$ cat config.mk
export PLATFORM = sky130hd
export DESIGN_NAME = cars_core_regs
export DESIGN_NICKNAME = d
export VERILOG_FILES = /design/src/hdl/cars_pkg.sv /design/src/hdl/cars_core_regs.sv
export VERILOG_INCLUDE_DIRS = /design/src /design/src/hdl
export SDC_FILE = /design/constraint.sdc
export NUM_CORES = 2
export LEC_CHECK = 0
export CAP_MARGIN = 20
export CORE_MARGIN = 5
export CORE_UTILIZATION = 50
export CTS_CLUSTER_DIAMETER = 100
export DETAILED_ROUTE_END_ITERATION = 6
export DONT_BUFFER_PORTS = 1
export PLACE_DENSITY = 0.69
export SLEW_MARGIN = 25
export SYNTH_ARGS = -nofsm -noshare
export SYNTH_HDL_FRONTEND = slang
export SYNTH_SLANG_ARGS = --single-unit
$ cat constraint.sdc
create_clock -name mclk_in -period 10.38 [get_ports mclk_in]
set_input_delay 0.519 -clock mclk_in [delete_from_list [all_inputs] [get_ports mclk_in]]
set_output_delay 0.519 -clock mclk_in [all_outputs]
set_load 0.05 [all_outputs]
$ cat src/hdl/cars_consts.svh
// register offsets, field positions and reset values of the architected register set
`ifndef CARS_CONSTS_SVH
`define CARS_CONSTS_SVH
`define CARS_ADDR_CR 8'h00
`define CARS_ADDR_FLOAT_STATUS_CTRL 8'h04
`define CARS_ADDR_MSR 8'h08
`define CARS_ADDR_SAVE 8'h0c
`define CARS_ADDR_STAT 8'h10
`define CARS_SEG_PAGE 2'h1
`define CARS_MSR_PR 14
`define CARS_MSR_RST 32'h0000_0000
`define CARS_WORD_RST 32'h0000_0000
`define CARS_FIELD_W 4
`define CARS_STAT_TRAP 0
`define CARS_STAT_PRIV 1
`endif

$ cat src/hdl/cars_pkg.sv
// types shared by the architected register set
package cars_pkg;
    typedef enum logic {CARS_SRC_REG, CARS_SRC_IMM} cars_src_t;
endpackage

$ cat src/hdl/cars_core_regs.sv
// architected register set: integer, float, condition, status, machine state, segments
//
// Summary of operation
// - 32 general registers feed integer operands
// - thirty-two 32-bit float registers
// - double-precision request raises trap, no execution
// - condition register: eight independent 4-bit fields
// - float status/control word holds ieee bits
// - machine state saved on exception, restorable
// - sixteen segments, main data, shadow instruction
// - segment write updates both copies together
// - privileged writes only in supervisor mode
// - two sources, separate target, optional immediate
// - privilege taken from machine state bit
//
// Implementation choices: the address map and strobed register access.
`timescale 1ns/1ps
`include "cars_consts.svh"
module cars_core_regs
#(
    parameter int GPR_COUNT = 32,
    parameter int FPR_COUNT = 32,
    parameter int SEG_COUNT = 16,
    localparam int GW = $clog2(GPR_COUNT),
    localparam int FW = $clog2(FPR_COUNT),
    localparam int SW = $clog2(SEG_COUNT)
)
(
    input wire logic mclk_in,
    input wire logic arst_n_in,
    input wire logic [7:0] reg_addr_in,
    input wire logic [31:0] reg_wdata_in,
    input wire logic reg_wr_in,
    input wire logic reg_rd_in,
    output logic [31:0] reg_rdata_out,
    input wire logic [GW-1:0] gpr_ra_in,
    input wire logic [GW-1:0] gpr_rb_in,
    input wire cars_pkg::cars_src_t src_b_sel_in,
    input wire logic [31:0] imm_in,
    output logic [31:0] op_a_out,
    output logic [31:0] op_b_out,
    input wire logic gpr_we_in,
    input wire logic [GW-1:0] gpr_rt_in,
    input wire logic [31:0] gpr_wd_in,
    input wire logic [FW-1:0] fpr_ra_in,
    input wire logic [FW-1:0] fpr_rb_in,
    output logic [31:0] fpr_a_out,
    output logic [31:0] fpr_b_out,
    input wire logic fpr_we_in,
    input wire logic [FW-1:0] fpr_rt_in,
    input wire logic [31:0] fpr_wd_in,
    input wire logic fp_valid_in,
    input wire logic fp_double_in,
    output logic fp_trap_out,
    input wire logic [7:0] cr_we_in,
    input wire logic [31:0] cr_wd_in,
    output wire logic [31:0] cr_out,
    input wire logic float_status_ctrl_we_in,
    input wire logic [31:0] float_status_ctrl_wd_in,
    output logic [31:0] float_status_ctrl_out,
    input wire logic exc_take_in,
    input wire logic [31:0] msr_exc_in,
    input wire logic exc_return_in,
    input wire logic msr_we_in,
    input wire logic [31:0] msr_wd_in,
    output logic [31:0] msr_out,
    output logic supervisor_out,
    input wire logic sr_we_in,
    input wire logic [SW-1:0] sr_idx_in,
    input wire logic [31:0] sr_wd_in,
    input wire logic [SW-1:0] iseg_idx_in,
    input wire logic [SW-1:0] dseg_idx_in,
    output logic [31:0] iseg_out,
    output logic [31:0] dseg_out,
    output logic priv_fault_out
);
    logic [1:0] rst_pipe;
    logic rst_n;
    logic [31:0] general_regs [GPR_COUNT];
    logic [31:0] float_regs [FPR_COUNT];
    logic [3:0] condition_reg [8];
    logic [31:0] msr_save;
    logic [31:0] next_msr;
    logic [31:0] seg_main [SEG_COUNT];
    logic [31:0] seg_shadow [SEG_COUNT];
    logic stat_trap;
    logic stat_priv;
    logic [31:0] rd_mux;
    logic sup;
    logic wr_cr, wr_float_status_ctrl, wr_msr, wr_save, wr_stat, wr_seg;
    logic priv_req;
    logic seg_we;
    logic [SW-1:0] seg_idx;
    logic [31:0] seg_wd;
    logic dp_event;
    logic [SEG_COUNT-1:0] seg_filled;

    // reset leaves through two flops so release is clean on mclk_in
    always_ff @(posedge mclk_in or negedge arst_n_in)
    begin
        if (!arst_n_in)
            rst_pipe <= 2'h0;
        else
            rst_pipe <= {rst_pipe[0], 1'b1};
    end
    assign rst_n = rst_pipe[1];

    assign sup = !msr_out[`CARS_MSR_PR];
    assign wr_cr = reg_wr_in && reg_addr_in == `CARS_ADDR_CR;
    assign wr_float_status_ctrl = reg_wr_in && reg_addr_in == `CARS_ADDR_FLOAT_STATUS_CTRL;
    assign wr_msr = reg_wr_in && reg_addr_in == `CARS_ADDR_MSR;
    assign wr_save = reg_wr_in && reg_addr_in == `CARS_ADDR_SAVE;
    assign wr_stat = reg_wr_in && reg_addr_in == `CARS_ADDR_STAT;
    assign wr_seg = reg_wr_in && reg_addr_in[7:6] == `CARS_SEG_PAGE;
    assign priv_req = msr_we_in || sr_we_in || wr_msr || wr_save || wr_seg;
    assign dp_event = fp_valid_in && fp_double_in;

    // general registers; read gives the value before a same-cycle write
    always_ff @(posedge mclk_in)
    begin
        if (gpr_we_in)
            general_regs[gpr_rt_in] <= gpr_wd_in;
    end

    always_ff @(posedge mclk_in or negedge rst_n)
    begin
        if (!rst_n)
        begin
            op_a_out <= `CARS_WORD_RST;
            op_b_out <= `CARS_WORD_RST;
        end
        else
        begin
            op_a_out <= general_regs[gpr_ra_in];
            if (src_b_sel_in == cars_pkg::CARS_SRC_IMM)
                op_b_out <= imm_in;
            else
                op_b_out <= general_regs[gpr_rb_in];
        end
    end

    // double requests never land in the float file
    always_ff @(posedge mclk_in)
    begin
        if (fpr_we_in && !fp_double_in)
            float_regs[fpr_rt_in] <= fpr_wd_in;
    end

    always_ff @(posedge mclk_in or negedge rst_n)
    begin
        if (!rst_n)
        begin
            fpr_a_out <= `CARS_WORD_RST;
            fpr_b_out <= `CARS_WORD_RST;
            fp_trap_out <= 1'b0;
        end
        else
        begin
            fpr_a_out <= float_regs[fpr_ra_in];
            fpr_b_out <= float_regs[fpr_rb_in];
            fp_trap_out <= dp_event;
        end
    end

    // core field update wins over a software write of the same field
    genvar f;
    for (f = 0; f < 8; f++)
    begin : g_cr
        always_ff @(posedge mclk_in or negedge rst_n)
        begin
            if (!rst_n)
                condition_reg[f] <= 4'h0;
            else if (cr_we_in[f])
                condition_reg[f] <= cr_wd_in[f*`CARS_FIELD_W +: `CARS_FIELD_W];
            else if (wr_cr)
                condition_reg[f] <= reg_wdata_in[f*`CARS_FIELD_W +: `CARS_FIELD_W];
        end
        assign cr_out[f*`CARS_FIELD_W +: `CARS_FIELD_W] = condition_reg[f];
    end

    always_ff @(posedge mclk_in or negedge rst_n)
    begin
        if (!rst_n)
            float_status_ctrl_out <= `CARS_WORD_RST;
        else if (float_status_ctrl_we_in)
            float_status_ctrl_out <= float_status_ctrl_wd_in;
        else if (wr_float_status_ctrl)
            float_status_ctrl_out <= reg_wdata_in;
    end

    // exception entry beats return, which beats privileged writes
    always_comb
    begin
        next_msr = msr_out;
        if (exc_take_in)
            next_msr = msr_exc_in;
        else if (exc_return_in)
            next_msr = msr_save;
        else if (msr_we_in && sup)
            next_msr = msr_wd_in;
        else if (wr_msr && sup)
            next_msr = reg_wdata_in;
    end

    always_ff @(posedge mclk_in or negedge rst_n)
    begin
        if (!rst_n)
        begin
            msr_out <= `CARS_MSR_RST;
            supervisor_out <= 1'b1;
        end
        else
        begin
            msr_out <= next_msr;
            supervisor_out <= !next_msr[`CARS_MSR_PR];
        end
    end

    always_ff @(posedge mclk_in or negedge rst_n)
    begin
        if (!rst_n)
            msr_save <= `CARS_MSR_RST;
        else if (exc_take_in)
            msr_save <= msr_out;
        else if (wr_save && sup)
            msr_save <= reg_wdata_in;
    end

    // core move to segment wins a tie with a software write
    assign seg_we = sup && (sr_we_in || wr_seg);
    assign seg_idx = sr_we_in ? sr_idx_in : reg_addr_in[SW+1:2];
    assign seg_wd = sr_we_in ? sr_wd_in : reg_wdata_in;

    // two copies trade area for an extra lookup port
    always_ff @(posedge mclk_in)
    begin
        if (seg_we)
            seg_main[seg_idx] <= seg_wd;
    end

    always_ff @(posedge mclk_in)
    begin
        if (seg_we)
            seg_shadow[seg_idx] <= seg_wd;
    end

    always_ff @(posedge mclk_in or negedge rst_n)
    begin
        if (!rst_n)
        begin
            iseg_out <= `CARS_WORD_RST;
            dseg_out <= `CARS_WORD_RST;
        end
        else
        begin
            iseg_out <= seg_shadow[iseg_idx_in];
            dseg_out <= seg_main[dseg_idx_in];
        end
    end

    always_ff @(posedge mclk_in or negedge rst_n)
    begin
        if (!rst_n)
            priv_fault_out <= 1'b0;
        else
            priv_fault_out <= priv_req && !sup;
    end

    // sticky flags: a new event wins over a write-one clear
    always_ff @(posedge mclk_in or negedge rst_n)
    begin
        if (!rst_n)
            stat_trap <= 1'b0;
        else if (dp_event)
            stat_trap <= 1'b1;
        else if (wr_stat && reg_wdata_in[`CARS_STAT_TRAP])
            stat_trap <= 1'b0;
    end

    always_ff @(posedge mclk_in or negedge rst_n)
    begin
        if (!rst_n)
            stat_priv <= 1'b0;
        else if (priv_req && !sup)
            stat_priv <= 1'b1;
        else if (wr_stat && reg_wdata_in[`CARS_STAT_PRIV])
            stat_priv <= 1'b0;
    end

    always_comb
    begin
        rd_mux = `CARS_WORD_RST;
        if (reg_addr_in[7:6] == `CARS_SEG_PAGE)
            rd_mux = seg_main[reg_addr_in[SW+1:2]];
        else if (reg_addr_in == `CARS_ADDR_CR)
            rd_mux = cr_out;
        else if (reg_addr_in == `CARS_ADDR_FLOAT_STATUS_CTRL)
            rd_mux = float_status_ctrl_out;
        else if (reg_addr_in == `CARS_ADDR_MSR)
            rd_mux = msr_out;
        else if (reg_addr_in == `CARS_ADDR_SAVE)
            rd_mux = msr_save;
        else if (reg_addr_in == `CARS_ADDR_STAT)
        begin
            rd_mux[`CARS_STAT_TRAP] = stat_trap;
            rd_mux[`CARS_STAT_PRIV] = stat_priv;
        end
    end

    // data stand only in the cycle after the read strobe
    always_ff @(posedge mclk_in or negedge rst_n)
    begin
        if (!rst_n)
            reg_rdata_out <= `CARS_WORD_RST;
        else if (reg_rd_in)
            reg_rdata_out <= rd_mux;
        else
            reg_rdata_out <= `CARS_WORD_RST;
    end

    // copy check helper: entries never written hold unknowns
    always_ff @(posedge mclk_in or negedge rst_n)
    begin
        if (!rst_n)
            seg_filled <= {SEG_COUNT{1'b0}};
        else if (seg_we)
            seg_filled[seg_idx] <= 1'b1;
    end
endmodule

==> reports/qor.yml <==
syn_nets: 7084
violations: "DRC"
drtPass1Iterations: 7
synth-async-reset-ratio_pct: 12.30
hpwl_um: 230300
die_w_um: 530.4
crit_type: "flip-flop to flip-flop"
slew_viol_final: 0
worst_skew_pair.late_latency_ns: 0.91
drt_wl_total_um: 427900
cp.arrival_ns: 4.21
worstHoldPathType: "input port to flip-flop"
core_area_um2: 270300
place_congestion: 0.8786
placed_cell_area_um2: 138900
critical_path.max_fanout: 28
status: "finished, violations left"
fin_worst_skew_ns: 0.04694
tightest_slew_ns: 1.243
setup_viol: 0
rr_worst_depth: 5
setup_ws_ns: 6.994
io_pins: 683
clkSinkCount: 2919
grt_antenna_before_repair: 75
whs_ns: 0.04778
layout_common_cells: "2,560 x edfxtp_1, 1,431 x mux4_2, 577 x mux2i_1"
drc: 24
clock_tree.buffer_depth: 4
syn_area_um2: 135400
h-tree-depth: 5
io_buffer_count: 0
drt-initial-drc-count: 11048
clkSlewWorstSetupHoldPaths_ns: 0.07
cp_slowest_stage_delay_ns: 0.99
hold_violations: 0
post_drt_via_cell_ratio: 7.108
cts_resized: 0
ys_warn_count: 0
grt_pass1_vias: 79339
grt_pass1_wl_um: 598600
fp.dieH_um: 530.4
nNetsFinal: 7412
path_cells: "nor2_1 > a211oi_4 > buf_4 > o2bb2ai_1 > dlygate4sd3_1"
grt_util_all_layers_pct: 30.02
grt_overflow: 0
cpMaxStageDelayCell: "a211oi_4"
final_util_pct: 57.06
vias: 77759
initial_utilization_pct: 50.09
finalCritPeriodShare_pct: 32.62
tns_ns: 0
final_cell_area_um2: 154200
largestRegisters: "float_regs x1024, general_regs x1024, seg_main x512"
peakVddDrop_mv: 0.1624
pre_cts_ws_ns: 7.285
synth_edf_count: 2560
rows: 191
cap_violations: 0
cellPowerDensity_nw_per_um2: 176.8
grt_max_degree: 257
cp-endpoint: "msr_out[8]"
cts_tree: "done"
synthCells: 6724
p_leak_nw: 50.72
critPathLaunchType: "flip-flop"
synthDistinctLibCells: 65
post_drt_wl_per_cell_um: 39.12
cp-startpoint: "msr_out[14]"
drive_gt1_share_pct: 32.97
die-area_um2: 281300
root_buffer: "clkbuf_16"
r2r-start: "msr_out[14]"
critPathRequiredTime_ns: 11.21
antenna_left: 0
ys_ff_latch: 2919
period_needed_ns: 3.386
syn_avg_cell_area_um2: 20.14
crit_path_end_kind: "flip-flop"
cts_made_buffers: 313
seq_area_frac_synth_pct: 63.41
syn2layout_area_growth_pct: 13.91
reg2reg_slack_ns: 6.99
max_freq_ghz: 0.2953
holdPathStages: 3
r2r_end: "msr_out[8]"
final_common_cell: "edfxtp_1"
slew_headroom_pct: 16.26
synthFlopType: "edfxtp_1"
rsz0062_at_grt: "no"
## through the flow
step                      std cells  power (W)
after floorplan                6724    0.01531
final                         10939    0.02728
after detailed placement       9862    0.01554
after global placement         9860    0.01551
after CTS                     10880    0.02734
after global routing          10912    0.02802
## layer usage
metal  global-route usage [%]  up-vias  routed length [µm]
met5                   0.1880        -                 363
met4                    14.28       40               23190
met3                    10.06     1174               56010
met2                    45.66     5451              196600
met1                    39.32    41157              151700
li1                         -    29937                   -
## synthesized netlist by cell type, drive strengths merged (9+ instances only)
cell,n,area [µm²]
a211oi,10,75.07
a21oi,85,425.4
a221o,24,240.2
a221oi,150,1314
a22o,98,858.3
a22oi,24,180.2
a32o,9,90.09
a32oi,29,254.0
buf,296,1653
clkbuf,257,964.7
dfrtp,358,8959
edfxtp,2560,76870
inv,36,135.1
mux2,171,1926
mux2i,577,5776
mux4,1431,32230
nand2,104,390.4
nand3,30,150.1
nand3b,13,97.59
nand4,22,143.9
nor2,115,434.2
nor2b,14,87.58
nor4b,17,148.9
o21ai,98,490.5
o22a,23,201.4
o22ai,72,450.4
o2bb2ai,15,131.4
o31ai,24,180.2
or3b,9,78.83
## cell families (layout without fill, tap and decap cells)
family | after synthesis | count (layout) | synth area share [%]
buffers and inverters | 589 | 1181 | 2.033
DFF | 2919 | 2919 | 63.41
AOI/OAI and AO/OA | 681 | 681 | 3.730
and+or+nand+nor | 355 | 355 | 1.333
other | 1 | 54 | 0.002770
muxes | 2179 | 2179 | 29.49
## layout make-up
| class | count | area [µm²] |
|---|---|---|
| fill | 19496 | 116100 |
| clock inverter | 168 | 1989 |
| clock buffer | 411 | 8672 |
| tap | 3570 | 4467 |
| timing repair buffer | 566 | 5446 |
| sequential | 2919 | 85870 |
| inverter | 36 | 135.1 |
| antenna | 53 | 132.6 |
| multi-input combinational | 3216 | 47520 |
## how the worst min path moves through the flow
stage / start / end / slack [ns]
2_1_floorplan: arst_n_in / rst_pipe[0] / 0.22
3_3_place_gp: arst_n_in / rst_pipe[0] / 0.22
3_5_place_dp: arst_n_in / rst_pipe[0] / 0.22
4_1_cts: iseg_idx_in[1] / iseg_out[12] / 0.0007
5_1_grt: src_b_sel_in / op_b_out[9] / 0.01
6_report: fpr_ra_in[4] / fpr_a_out[16] / 0.05
## what timing repair did
item	in CTS	in global routing
hold endpoints to repair	2366	3
hold buffers	439	2
buffers inserted	0	0
## worst max-delay path: cells and delay by family, from the launching register on
kind                   cells  cell delay [ns]
DFF                        1             0.91
buffers and inverters      2             1.02
and+or+nand+nor            1             0.20
AOI/OAI and AO/OA          2             1.16
## power breakdown
group	leakage (nW)	switching, W	internal, W
combinational	18.2	0.000943	0.00102
clock	5.18	0.00479	0.00675
sequential	27.3	0.000737	0.0130
Power figures use the tool's default switching activity.
